[config.mk]
export PLATFORM = sky130hd
export DESIGN_NAME = dfc_capture
export DESIGN_NICKNAME = d
export VERILOG_FILES = /design/src/rtl/dfc_pkg.sv /design/src/rtl/dfc_buf2.sv /design/src/rtl/dfc_capture.sv
export SDC_FILE = /design/constraint.sdc
export NUM_CORES = 1
export LEC_CHECK = 0
export BUFFER_PORTS_ARGS = -buffer_cell sky130_fd_sc_hd__buf_4
export CAP_MARGIN = 30
export CORE_ASPECT_RATIO = 0.8
export CORE_MARGIN = 5
export CORE_UTILIZATION = 40
export CTS_CLUSTER_SIZE = 10
export DETAILED_ROUTE_END_ITERATION = 12
export GPL_TIMING_DRIVEN = 0
export PLACE_DENSITY = 0.64
export SETUP_SLACK_MARGIN = 0.4
export SLEW_MARGIN = 20
export SYNTH_ARGS = -nofsm -noshare
export SYNTH_HDL_FRONTEND = slang
export SYNTH_SLANG_ARGS = --single-unit
[constraint.sdc]
create_clock -name i_clk -period 3 [get_ports i_clk]
set_clock_uncertainty 0.2 [all_clocks]
set_input_delay 0.3 -clock i_clk [delete_from_list [all_inputs] [get_ports i_clk]]
set_output_delay 0.3 -clock i_clk [all_outputs]
set_load 0.005 [all_outputs]
[src/rtl/dfc_pkg.sv]
// Package holding constants and carrier types for the DDR frame input capture block.
package dfc_pkg;
   // Width of one bus transfer (one byte).
   localparam int unsigned BUS_W         = 8;
   // Width of one converter sample.
   localparam int unsigned SAMPLE_W      = 16;
   // Bytes that make up one frame: two channels, two bytes each.
   localparam int unsigned FRAME_BYTES   = 4;
   // Reset value of the divider counter.
   localparam logic [3:0]  DIV_RST       = 4'h0;
   // Default divider terminal count (divide by 4).
   localparam logic [3:0]  DIV_LAST      = 4'h3;
   // Zero sample forced while the transmit gate is low.
   localparam logic [15:0] SAMPLE_ZERO   = 16'h0000;
   // Full-scale code of the offset-binary sample.
   localparam logic [15:0] SAMPLE_FULL   = 16'hFFFF;
   // Byte position values inside a frame.
   localparam logic [1:0]  POS_A_HI      = 2'h0;
   localparam logic [1:0]  POS_A_LO      = 2'h1;
   localparam logic [1:0]  POS_B_HI      = 2'h2;
   localparam logic [1:0]  POS_B_LO      = 2'h3;

   // One pair of samples, channel A and channel B.
   typedef struct packed {
      logic [15:0] chan_a;
      logic [15:0] chan_b;
   } dfc_pair_t;

   // Drive levels for one channel's true and complementary outputs.
   typedef struct packed {
      logic [15:0] true_sink;
      logic [15:0] comp_sink;
   } dfc_out_t;

   // Assembly states of the frame byte collector.
   typedef enum logic [1:0] {
      ST_HUNT,
      ST_COLLECT
   } dfc_state_t;
endpackage
[src/rtl/dfc_buf2.sv]
// Two-entry valid/ready buffer used in the sample path.
module dfc_buf2
   import dfc_pkg::*;
#(
   parameter int unsigned WIDTH = 32
) (
   input  wire logic             i_clk,
   input  wire logic             i_nrst,
   input  wire logic             i_flush,
   input  wire logic             i_valid,
   output logic                  o_ready,
   input  wire logic [WIDTH-1:0] i_data,
   output logic                  o_valid,
   input  wire logic             i_ready,
   output logic      [WIDTH-1:0] o_data
);
   // Storage for the two entries, head in slot 0.
   logic [WIDTH-1:0] mem_q [2];
   logic [WIDTH-1:0] mem_d [2];
   // Number of entries held, 0 to 2.
   logic [1:0]       cnt_q;
   logic [1:0]       cnt_d;
   logic             push;
   logic             pop;

   // Handshake outputs follow the fill level directly.
   assign o_ready = (cnt_q != 2'h2);
   assign o_valid = (cnt_q != 2'h0);
   assign o_data  = mem_q[0];
   assign push    = i_valid && o_ready;
   assign pop     = o_valid && i_ready;

   // Next-state of the entries and count; a flush empties the buffer.
   always_comb begin
      mem_d[0] = mem_q[0];
      mem_d[1] = mem_q[1];
      cnt_d    = cnt_q;
      if (pop) begin
         mem_d[0] = mem_q[1];
      end
      if (push) begin
         if (cnt_q == 2'h0 || (cnt_q == 2'h1 && pop)) begin
            mem_d[0] = i_data;
         end else begin
            mem_d[1] = i_data;
         end
      end
      cnt_d = cnt_q + {1'b0, push} - {1'b0, pop};
      if (i_flush) begin
         cnt_d = 2'h0;
      end
   end

   // Registers of the buffer.
   always_ff @(posedge i_clk) begin
      if (!i_nrst) begin
         cnt_q    <= 2'h0;
         mem_q[0] <= '0;
         mem_q[1] <= '0;
      end else begin
         cnt_q    <= cnt_d;
         mem_q[0] <= mem_d[0];
         mem_q[1] <= mem_d[1];
      end
   end
endmodule

[src/rtl/dfc_capture.sv]
// Input capture of a dual-channel converter: DDR byte bus, frame, gate, strobe.
module dfc_capture
   import dfc_pkg::*;
#(
   parameter int unsigned DIV_W = 4
) (
   input  wire logic              i_clk,
   input  wire logic              i_nrst,
   input  wire logic              i_ddr_rise_valid,
   input  wire logic [BUS_W-1:0]  i_ddr_rise_byte,
   input  wire logic [BUS_W-1:0]  i_ddr_fall_byte,
   input  wire logic              i_burst_marker,
   input  wire logic              i_transmit_gate,
   input  wire logic              i_divider_sync,
   input  wire logic              i_bus_reverse,
   input  wire logic              i_four_pin_mode,
   input  wire logic              i_reference_select,
   input  wire logic              i_serial_select_n,
   input  wire logic              i_serial_data_drive,
   input  wire logic              i_serial_data_out,
   input  wire logic              i_sink_ready,
   output logic                   o_sink_valid,
   output dfc_out_t               o_chan_a_drive,
   output dfc_out_t               o_chan_b_drive,
   output logic                   o_serial_data_o,
   output logic                   o_serial_data_oe,
   output logic                   o_serial_select_oe,
   output logic                   o_reference_out_en,
   output logic                   o_div_tick,
   output logic                   o_overflow
);
   // Reverses the bit order of one bus byte.
   function automatic logic [BUS_W-1:0] flip_byte(input logic [BUS_W-1:0] b);
      logic [BUS_W-1:0] r;
      r = '0;
      for (int i = 0; i < BUS_W; i++) begin
         r[i] = b[BUS_W-1-i];
      end
      return r;
   endfunction

   // Two-flop synchronisers for pin inputs (marker, gate, strobe, pair valid).
   logic [3:0] sync1_q;
   logic [3:0] sync2_q;
   // Data bytes pass the same two stages as their valid flag.
   logic [15:0] dat1_q;
   logic [15:0] dat2_q;
   always_ff @(posedge i_clk) begin
      if (!i_nrst) begin
         sync1_q <= 4'h0;
         sync2_q <= 4'h0;
         dat1_q  <= 16'h0000;
         dat2_q  <= 16'h0000;
      end else begin
         sync1_q <= {i_ddr_rise_valid, i_divider_sync, i_transmit_gate, i_burst_marker};
         sync2_q <= sync1_q;
         dat1_q  <= {i_ddr_rise_byte, i_ddr_fall_byte};
         dat2_q  <= dat1_q;
      end
   end

   logic marker_s;
   logic gate_s;
   logic strobe_s;
   logic pair_v;
   assign marker_s = sync2_q[0];
   assign gate_s   = sync2_q[1];
   assign strobe_s = sync2_q[2];
   assign pair_v   = sync2_q[3];

   // Rising and falling bytes, bit order reversed on request.
   logic [BUS_W-1:0] rise_b;
   logic [BUS_W-1:0] fall_b;
   assign rise_b = i_bus_reverse ? flip_byte(dat2_q[15:8]) : dat2_q[15:8];
   assign fall_b = i_bus_reverse ? flip_byte(dat2_q[7:0])  : dat2_q[7:0];

   // Frame assembly: each DDR cycle yields two bytes, two cycles make a frame.
   dfc_state_t  st_q;
   dfc_state_t  st_d;
   logic [15:0] hold_q;
   logic [15:0] hold_d;
   logic        pair_push;
   dfc_pair_t   pair_word;
   logic        buf_ready;
   logic        ovf_q;
   logic        ovf_d;

   // Next-state of the collector; a marker restarts on channel A.
   always_comb begin
      st_d      = st_q;
      hold_d    = hold_q;
      pair_push = 1'b0;
      pair_word = '{chan_a: hold_q, chan_b: {rise_b, fall_b}};
      ovf_d     = ovf_q;
      if (pair_v) begin
         if (marker_s) begin
            hold_d = {rise_b, fall_b};
            st_d   = ST_COLLECT;
         end else begin
            case (st_q)
               ST_COLLECT: begin
                  pair_push = gate_s;
                  st_d      = ST_HUNT;
                  if (gate_s && !buf_ready) begin
                     ovf_d = 1'b1;
                  end
               end
               default: begin
                  st_d = ST_HUNT;
               end
            endcase
         end
      end
      if (!gate_s) begin
         hold_d = SAMPLE_ZERO;
      end
   end

   // Collector registers.
   always_ff @(posedge i_clk) begin
      if (!i_nrst) begin
         st_q   <= ST_HUNT;
         hold_q <= SAMPLE_ZERO;
         ovf_q  <= 1'b0;
      end else begin
         st_q   <= st_d;
         hold_q <= hold_d;
         ovf_q  <= ovf_d;
      end
   end
   assign o_overflow = ovf_q;

   // Sample buffer; a frame marker flushes it to realign the pointers.
   logic        buf_valid;
   dfc_pair_t   buf_data;
   logic        flush;
   assign flush = pair_v && marker_s;
   dfc_buf2 #(
      .WIDTH(2 * SAMPLE_W)
   ) u_buf (
      .i_clk   (i_clk),
      .i_nrst  (i_nrst),
      .i_flush (flush),
      .i_valid (pair_push),
      .o_ready (buf_ready),
      .i_data  (pair_word),
      .o_valid (buf_valid),
      .i_ready (i_sink_ready),
      .o_data  (buf_data)
   );
   assign o_sink_valid = buf_valid;

   // Output drive registers: true sink falls with code, complement rises.
   dfc_out_t drv_a_q;
   dfc_out_t drv_a_d;
   dfc_out_t drv_b_q;
   dfc_out_t drv_b_d;
   always_comb begin
      drv_a_d = drv_a_q;
      drv_b_d = drv_b_q;
      if (!gate_s) begin
         drv_a_d = '{true_sink: SAMPLE_FULL, comp_sink: SAMPLE_ZERO};
         drv_b_d = '{true_sink: SAMPLE_FULL, comp_sink: SAMPLE_ZERO};
      end else if (buf_valid && i_sink_ready) begin
         drv_a_d = '{true_sink: ~buf_data.chan_a, comp_sink: buf_data.chan_a};
         drv_b_d = '{true_sink: ~buf_data.chan_b, comp_sink: buf_data.chan_b};
      end
   end
   always_ff @(posedge i_clk) begin
      if (!i_nrst) begin
         drv_a_q <= '{true_sink: SAMPLE_FULL, comp_sink: SAMPLE_ZERO};
         drv_b_q <= '{true_sink: SAMPLE_FULL, comp_sink: SAMPLE_ZERO};
      end else begin
         drv_a_q <= drv_a_d;
         drv_b_q <= drv_b_d;
      end
   end
   assign o_chan_a_drive = drv_a_q;
   assign o_chan_b_drive = drv_b_q;

   // Clock divider, reset by the strobe's rising edge.
   logic [DIV_W-1:0] div_q;
   logic [DIV_W-1:0] div_d;
   logic             strobe_prev_q;
   logic             tick_q;
   logic             tick_d;
   always_comb begin
      tick_d = 1'b0;
      if (strobe_s && !strobe_prev_q) begin
         div_d = DIV_W'(DIV_RST);
      end else if (div_q == DIV_W'(DIV_LAST)) begin
         div_d  = DIV_W'(DIV_RST);
         tick_d = 1'b1;
      end else begin
         div_d = div_q + DIV_W'(1);
      end
   end
   always_ff @(posedge i_clk) begin
      if (!i_nrst) begin
         div_q         <= DIV_W'(DIV_RST);
         strobe_prev_q <= 1'b0;
         tick_q        <= 1'b0;
      end else begin
         div_q         <= div_d;
         strobe_prev_q <= strobe_s;
         tick_q        <= tick_d;
      end
   end
   assign o_div_tick = tick_q;

   // Pin direction controls.
   assign o_serial_data_oe   = !i_four_pin_mode && !i_serial_select_n && i_serial_data_drive;
   assign o_serial_data_o    = i_serial_data_out;
   assign o_serial_select_oe = 1'b0;
   assign o_reference_out_en = !i_reference_select;
endmodule

# == Word-level counts from Yosys, hierarchy flattened ==
# Memory sizes are Yosys's and may differ from the RTL's.
# Cells that the tools add are included.
# totals
reg_bits,131
mem_bits_rw,64
input_bits,29
output_inout_bits,71
elab_cells,66
mem_count,1
# classes
add_sub_neg,3
eq_ne,4
mux,15
bitwise,6
reduce_logical,22
# memory_table
name,words,width,read_ports,rd_clocked_by_memory_dff,wr,line_no,text
u_buf.mem_q,2,32,2,0,2,dfc_buf2.sv:18,logic [WIDTH-1:0] mem_q [2];
# ops
operator,count
$mux W32,5
$mux W64,1
$not A16 Y16,2
$mux W8,2
$logic_and A1 B1 Y1,8
$mux W1,7
$logic_not A1 Y1,5
$add A4 B1 Y4 const B,1
$eq A2 B1 Y1 const B,2
$eq A4 B2 Y1 const B,1
$reduce_and A2 Y1,2
$reduce_and A4 Y1,1
$reduce_or A2 Y1,2
$reduce_or A3 Y1,1
$add A2 B1 Y2,1
$logic_not A2 Y1,1
$ne A2 B2 Y1 const B,1
$not A1 Y1,2
$or A1 B1 Y1,2
$reduce_bool A2 Y1,1
$sub A2 B1 Y2,1
$logic_or A1 B1 Y1,1

# == Longest topological paths before layout ==
# Gate-level depths: netlist of the first run.
# depth
ltp_word,7
depth_mapped,6
ltp_nobuf,4

# == Hierarchy ==
# A second synthesis of the first run with hierarchy kept.
# hier_totals
cells_unflattened,838
area_unflattened_um2,7697.4
# modules_own_cells
module,instances,cells_each,area_each_um2
dfc_capture,1,455,4346.7
dfc_buf2,1,383,3350.7

# == Least setup slack after synthesis of the first run ==
# No wires, ideal clock.
# synth_timing
kind,input to register
start,input port i_bus_reverse
end,memory u_buf.mem_q[0][10]
arrival_ps,1313
path_slack_ps,1357
stages,5
path_cell_list,buf_2 -> buf_2 -> mux2_2 -> o41ai_1 -> a31oi_1
# synth_rtl
element,line_no,text
"start, declared",dfc_capture.sv:15,"input wire logic i_bus_reverse,"
"end, declared",dfc_buf2.sv:18,

==> impl_metrics.csv, run 1 <==
group,metric,value,unit
clocking,clockBufferDepth,2,
routing,drc,0,
power,p_per_area,584,nW/um^2
cells_and_area,fin_cells,1174,
timing,relSlewSlack,55.7,%
routing,drtPass1Iterations,7,
placed_design,place_area,8170,um^2
timing,setup_viol,0,
power,p_seq_share,49.6,%
power,combPwrFrac,3.7,%
logic_synthesis,synth.net_count,831,
clocking,clk_latency,0.44,ns
setup_path,cp_cell_sequence,"dlygate4sd3_1 -> buf_4 -> o21ai_0 -> buf_2 -> buf_1 -> nand2_1 -> a31oi_1",
cells_and_area,drive_above_1_share,17.2,%
logic_synthesis,ys_types,37,
placed_design,hpwlAfterDp,13300,um
setup_path,worst-setup-path-type,"input port to flip-flop",
routing,wirelength,18700,um
grt,first_global_vias,5657,
placed_design,place_inst,1121,
setup_path,end_kind,"flip-flop",
clocking,cts_buffers,17,
timing,holdWs,0.232,ns
die,core.rowCount,43,
routing,wl_per_cell,15.9,um
clocking,root_buffer,"clkbuf_16",
grt,grt_usage,18.2,%
cells_and_area,final_cell_mix,"nand2_1, dfxtp_1, buf_4, clkbuf_1, and2_1",
timing,setup-tns-final,0,ns
setup_path,cp.buffers_inverters,4,
flow_run,drv_cap,0,
die,initial_core_util,41.0,%
power,power,5.27,mW
setup_path,cp_slowest_stage_delay,0.55,ns
hold_path,hold_path.class,"flip-flop to flip-flop",
power,ir_drop,428,uV
timing,rsz0062_at_grt,"false",
cells_and_area,diodes,0,
timing,fin_crit_sh,72.0,%
grt,grt_pass1_wl,30200,um
routing,via_count,5985,
grt,antenna_found_initial,0,
power,power.switching,1.10,mW
grt,grt_max_degree,17,
timing,slew_viol_final,0,
clocking,cts_max_level,4,
logic_synthesis,syn_avg_cell_area,8.96,um^2
timing,max_slew.worst_pin.slew,0.664,ns
die,die_w,160,um
logic_synthesis,netlist_area,7180,um^2
clocking,post_cts_resized,0,
die,die_h,130,um
routing,via_per_inst,5.10,
clocking,cts_tree,"done",
outcome,status,"complete, no violations",
cells_and_area,nets,966,
logic_synthesis,yosys_warnings,0,
cells_and_area,area_delta_synth_final,25.7,%
logic_synthesis,yosysSeqAreaShare,54.1,%
logic_synthesis,yosys_register_bits,194,
power,power_frac_clock,46.7,%
setup_path,cpMaxStageDelayCell,"buf_1",
power,internal-power,4.17,mW
power,netSwitchingFraction,20.9,%
setup_path,critPathTopFamily,"buffers and inverters",
setup_path,startpoint_type,"input port",
clocking,path_clk_slew,0.07,ns
power,leakagePower,3.55,nW
timing,finalHoldViolCount,0,
grt,overflow,0,
die,ios,100,
cells_and_area,layout_commonest_cell,"nand2_1",
routing,first_iter_violations,431,
placed_design,portBuffers,95,
die,die_area,20700,um^2
die,core,17500,um^2
setup_path,cp.required,3.15,ns
placed_design,finalWeightedCongestion,0.803,
clocking,cts_num_sinks,194,
cells_and_area,fin_area,9020,um^2
logic_synthesis,syn_inst,801,
timing,max_freq,0.463,GHz
timing,timing.final.crit_period,2.16,ns
setup_path,cp.arrival,2.31,ns
setup_path,critical_path.max_fanout,10,
routing,antenna_left,0,
per-stage QoR:
stage | utilization [%] | setup slack, ns
after floorplan | - | 1.36
after global placement | 46.7 | 0.898
after detailed placement | 46.7 | 0.895
after CTS | 51.6 | 0.850
after global routing | 51.6 | 0.638
final | 51.6 | 0.840
layer usage:
metal  share of wire, %  track usage, %
met1                 52            27.0
met2                 41            26.7
met3                6.0            4.67
met4                1.1            4.29
met5                  0               0
cell usage after synthesis (all sizes together):
cell type	n	area, um^2
o211ai	33	248
a21oi	32	160
inv	3	11.3
nor2	38	143
o311a	1	10.0
o21a	2	15.0
or3	1	6.26
nand4b	1	8.76
mux2i	33	330
nand2	227	852
nor3	16	80.1
nand3b	1	7.51
nor2b	2	12.5
dfxtp	194	3880
clkbuf	51	193
o41ai	32	280
buf	22	143
a21boi	1	7.51
nand2b	2	12.5
o21ai	3	15.0
nor3b	3	22.5
conb	1	3.75
mux2	16	180
xnor2	1	8.76
nand3	2	10.0
or3b	2	17.5
ha	1	12.5
a31oi	33	206
and3	1	6.26
or2	2	12.5
and2	43	269
xor2	1	8.76
registers in the layout (all words and copies together) (netlist names):
signal          flops
u_buf.cnt_q         2
sync2_q             4
u_buf.mem_q        64
hold_q             16
div_q               4
o_div_tick          1
o_chan_a_drive     32
o_chan_b_drive     32
sync1_q             4
o_overflow          1
strobe_prev_q       1
st_q                1
dat1_q             16
dat2_q             16
cell type report:
cell class / count / area [um^2]
Sequential cell: 194 / 3880
Inverter: 3 / 11.3
Multi-Input combinational cell: 531 / 2950
Timing Repair Buffer: 116 / 923
Fill cell: 1629 / 8460
Tap cell: 225 / 282
Buffer: 73 / 335
Clock buffer: 21 / 470
Clock inverter: 11 / 173
power by group through the flow:
stage	Combinational (mW)	Sequential (mW)	Clock, mW
floorplan	0.102	2.67	0
global placement	0.168	2.67	0
detailed placement	0.169	2.67	0
CTS	0.192	2.62	2.49
global route	0.213	2.62	2.60
finish	0.193	2.62	2.46
cell families (layout without fill, tap and decap cells):
| kind of cell | count (synthesis) | after routing | synth area share, % |
|---|---|---|---|
| AND/OR/NAND/NOR | 341 | 341 | 20.3 |
| flip-flops | 194 | 194 | 54.1 |
| AO/OA/AOI/OAI | 137 | 137 | 13.1 |
| buffers and inverters | 76 | 224 | 4.83 |
| multiplexers | 49 | 49 | 7.11 |
| XOR/XNOR | 2 | 2 | 0.244 |
| adder cells (fa/ha/maj) | 1 | 1 | 0.174 |
| other | 1 | 1 | 0.0523 |
timing repair:
| item | CTS | global route |
|---|---|---|
| hold buffers | 21 | 0 |
| hold endpoints to repair | 21 | 0 |
| buffers inserted | 0 | 0 |
path summary, 6_finish.rpt:
path | start | endpoint | slack [ns] | depth (start not counted)
max | i_sink_ready | u_buf.mem_q[0][27]$_SDFF_PN0_ | 0.84 | 7
min | dat1_q[15]$_SDFF_PN0_ | dat2_q[15]$_SDFF_PN0_ | 0.23 | 1
max reg2reg | u_buf.cnt_q[0]$_SDFF_PP0_ | u_buf.mem_q[0][27]$_SDFF_PN0_ | 0.87 | 5
min reg2reg | dat1_q[15]$_SDFF_PN0_ | dat2_q[15]$_SDFF_PN0_ | 0.23 | 1
Power figures use the tool's default switching activity.
==> run 2, diff against run 1 <==
Clock period 3 ns to 2.2 ns, I/O delays scaled along.
==> run 2 against run 1 <==
Effect of this change:
- routed wire length increased by 2.2%
- combinational power increased by 52%
- clock power increased by 37%
- sequential share of layout area decreased by 1.9 points
- core utilization increased by 2.4 points
- die area unchanged
- clock-buffer cell count unchanged
- global-route usage increased by 0.32 points
- worst hold slack got worse by 0.17 ns
- largest power group unchanged
- non-clock buffer count increased by 5
- register-to-register slack got worse by 0.52 ns
==> impl_metrics.csv, run 2 (synthesis gave the netlist of run 1 again) <==
group,metric,value,unit
setup_path,cp_slowest_stage_delay,0.43,ns
setup_path,critPathTopFamily,"compound AO/OA/AOI/OAI gates",
die,ios,100,
die,die_w,160,um
placed_design,hpwlAfterDp,13300,um
power,p_per_area,764,nW/um^2
cells_and_area,nFillCells,1568,
timing,setup-tns-final,0,ns
clocking,clk_latency,0.43,ns
cells_and_area,layout_commonest_cell,"nand2_1",
timing,fin_crit_sh,84.2,%
routing,wl_per_cell,16.2,um
flow_run,drv_cap,0,
timing,rsz0062_at_grt,"true",
placed_design,place_area,8170,um^2
routing,drtPass1Iterations,4,
timing,timing.final.crit_period,1.85,ns
grt,antenna_found_initial,0,
outcome,status,"complete, no violations",
placed_design,portBuffers,95,
routing,antenna_left,0,
die,die_area,20700,um^2
clocking,cts_max_level,4,
die,core.rowCount,43,
setup_path,worst-setup-path-type,"flip-flop to flip-flop",
cells_and_area,final_cell_mix,"nand2_1, dfxtp_1, buf_4, and2_1, nor2_1",
setup_path,end_kind,"flip-flop",
clocking,path_clk_slew,0.07,ns
die,die_h,130,um
clocking,cts_tree,"done",
setup_path,cp.buffers_inverters,2,
power,leakagePower,3.79,nW
grt,first_global_vias,5770,
clocking,cts_buffers,17,
cells_and_area,fin_area,9450,um^2
grt,overflow,0,
setup_path,startpoint_type,"flip-flop",
clocking,cts_num_sinks,194,
cells_and_area,diodes,0,
setup_path,cp.arrival,1.95,ns
power,power,7.22,mW
hold_path,hold_path.class,"input port to flip-flop",
cells_and_area,nets,971,
clocking,root_buffer,"clkbuf_16",
cells_and_area,regMostFlops,"u_buf.mem_q",
timing,max_slew.worst_pin.slew,0.734,ns
timing,max_freq,0.540,GHz
cells_and_area,largest_register_ffs,64,
grt,grt_pass1_wl,30700,um
timing,holdWs,0.0665,ns
clocking,clockBufferDepth,2,
routing,via_per_inst,5.12,
die,initial_core_util,41.0,%
routing,drc,0,
setup_path,cp.required,2.30,ns
timing,setup_viol,0,
setup_path,cp_cell_sequence,"nand4b_1 -> buf_6 -> clkbuf_4 -> o41ai_2 -> a31oi_1",
routing,via_count,6038,
grt,grt_max_degree,17,
timing,slew_viol_final,0,
placed_design,finalWeightedCongestion,0.803,
power,ir_drop,589,uV
routing,wirelength,19100,um
die,core,17500,um^2
cells_and_area,drive_above_1_share,24.3,%
routing,first_iter_violations,410,
timing,finalHoldViolCount,0,
timing,relSlewSlack,51.0,%
grt,grt_usage,18.5,%
setup_path,critical_path.max_fanout,10,
cells_and_area,area_delta_synth_final,31.7,%
setup_path,cpMaxStageDelayCell,"o41ai_2",
## run 2: cell count changes in the layout (fill, tap and decap cells not counted), moves of 6 or more
cell / change
clkbuf_1: -29
o41ai_1: -28
o41ai_2: +22
clkbuf_2: +20
buf_4: +6
o41ai_4: +6
## run 2: where the power goes
| part | switching (mW) | internal (mW) | total [mW] |
|---|---|---|---|
| Clock | 1.36 | 2.00 | 3.36 |
| Combinational | 0.147 | 0.146 | 0.293 |
| Sequential | 0.0154 | 3.55 | 3.57 |
| Total | 1.52 | 5.70 | 7.22 |
## run 2: final timing paths
kind | startpoint | to | slack (ns) | cells past startpoint
max | sync2_q[1]$_SDFF_PN0_ | u_buf.mem_q[0][10]$_SDFF_PN0_ | 0.35 | 5
min | i_sink_ready | u_buf.cnt_q[1]$_SDFF_PP0_ | 0.07 | 4
max reg2reg | sync2_q[1]$_SDFF_PN0_ | u_buf.mem_q[0][10]$_SDFF_PN0_ | 0.35 | 5
min reg2reg | dat1_q[15]$_SDFF_PN0_ | dat2_q[15]$_SDFF_PN0_ | 0.23 | 1
## run 2: layer usage
layer | vias to the layer above | GRT usage, % | part of all wire [%]
li1 | 2997 | - | -
met1 | 2870 | 27.2 | 50
met2 | 154 | 27.4 | 43
met3 | 17 | 4.80 | 6.1
met4 | 0 | 4.49 | 0.90
met5 | - | 0 | 0
## run 2: timing repair
item	in CTS	in global routing
resized for setup	59	44
hold buffers	21	0
setup buffers	0	5
endpoints found under the setup margin	105	127
hold endpoints to repair	21	0
## run 2: area by class of cell
class,count,area [um^2],area share (%)
plain buffers,73,430,4.56
clock buffers,21,470,4.98
multi-input cells,531,3230,34.2
well taps,225,282,2.98
flip-flops and latches,194,3890,41.2
inverters,3,11.3,0.119
clock inverters,11,173,1.83
repair buffers,121,961,10.2
## run 2: per-stage QoR
step	utilization, %	cells	worst slack (ns)
floorplan	-	801	0.617
global placement	46.7	1121	0.0983
detailed placement	46.7	1121	0.0952
CTS	53.1	1174	0.353
global route	54.0	1179	0.253
finish	54.0	1179	0.348
## run 2: tightest hold or removal path, stage by stage
cell,delay (ns)
buf_4,0.13
nand3_1,0.08
o21ai_0,0.07
o311a_1,0.16
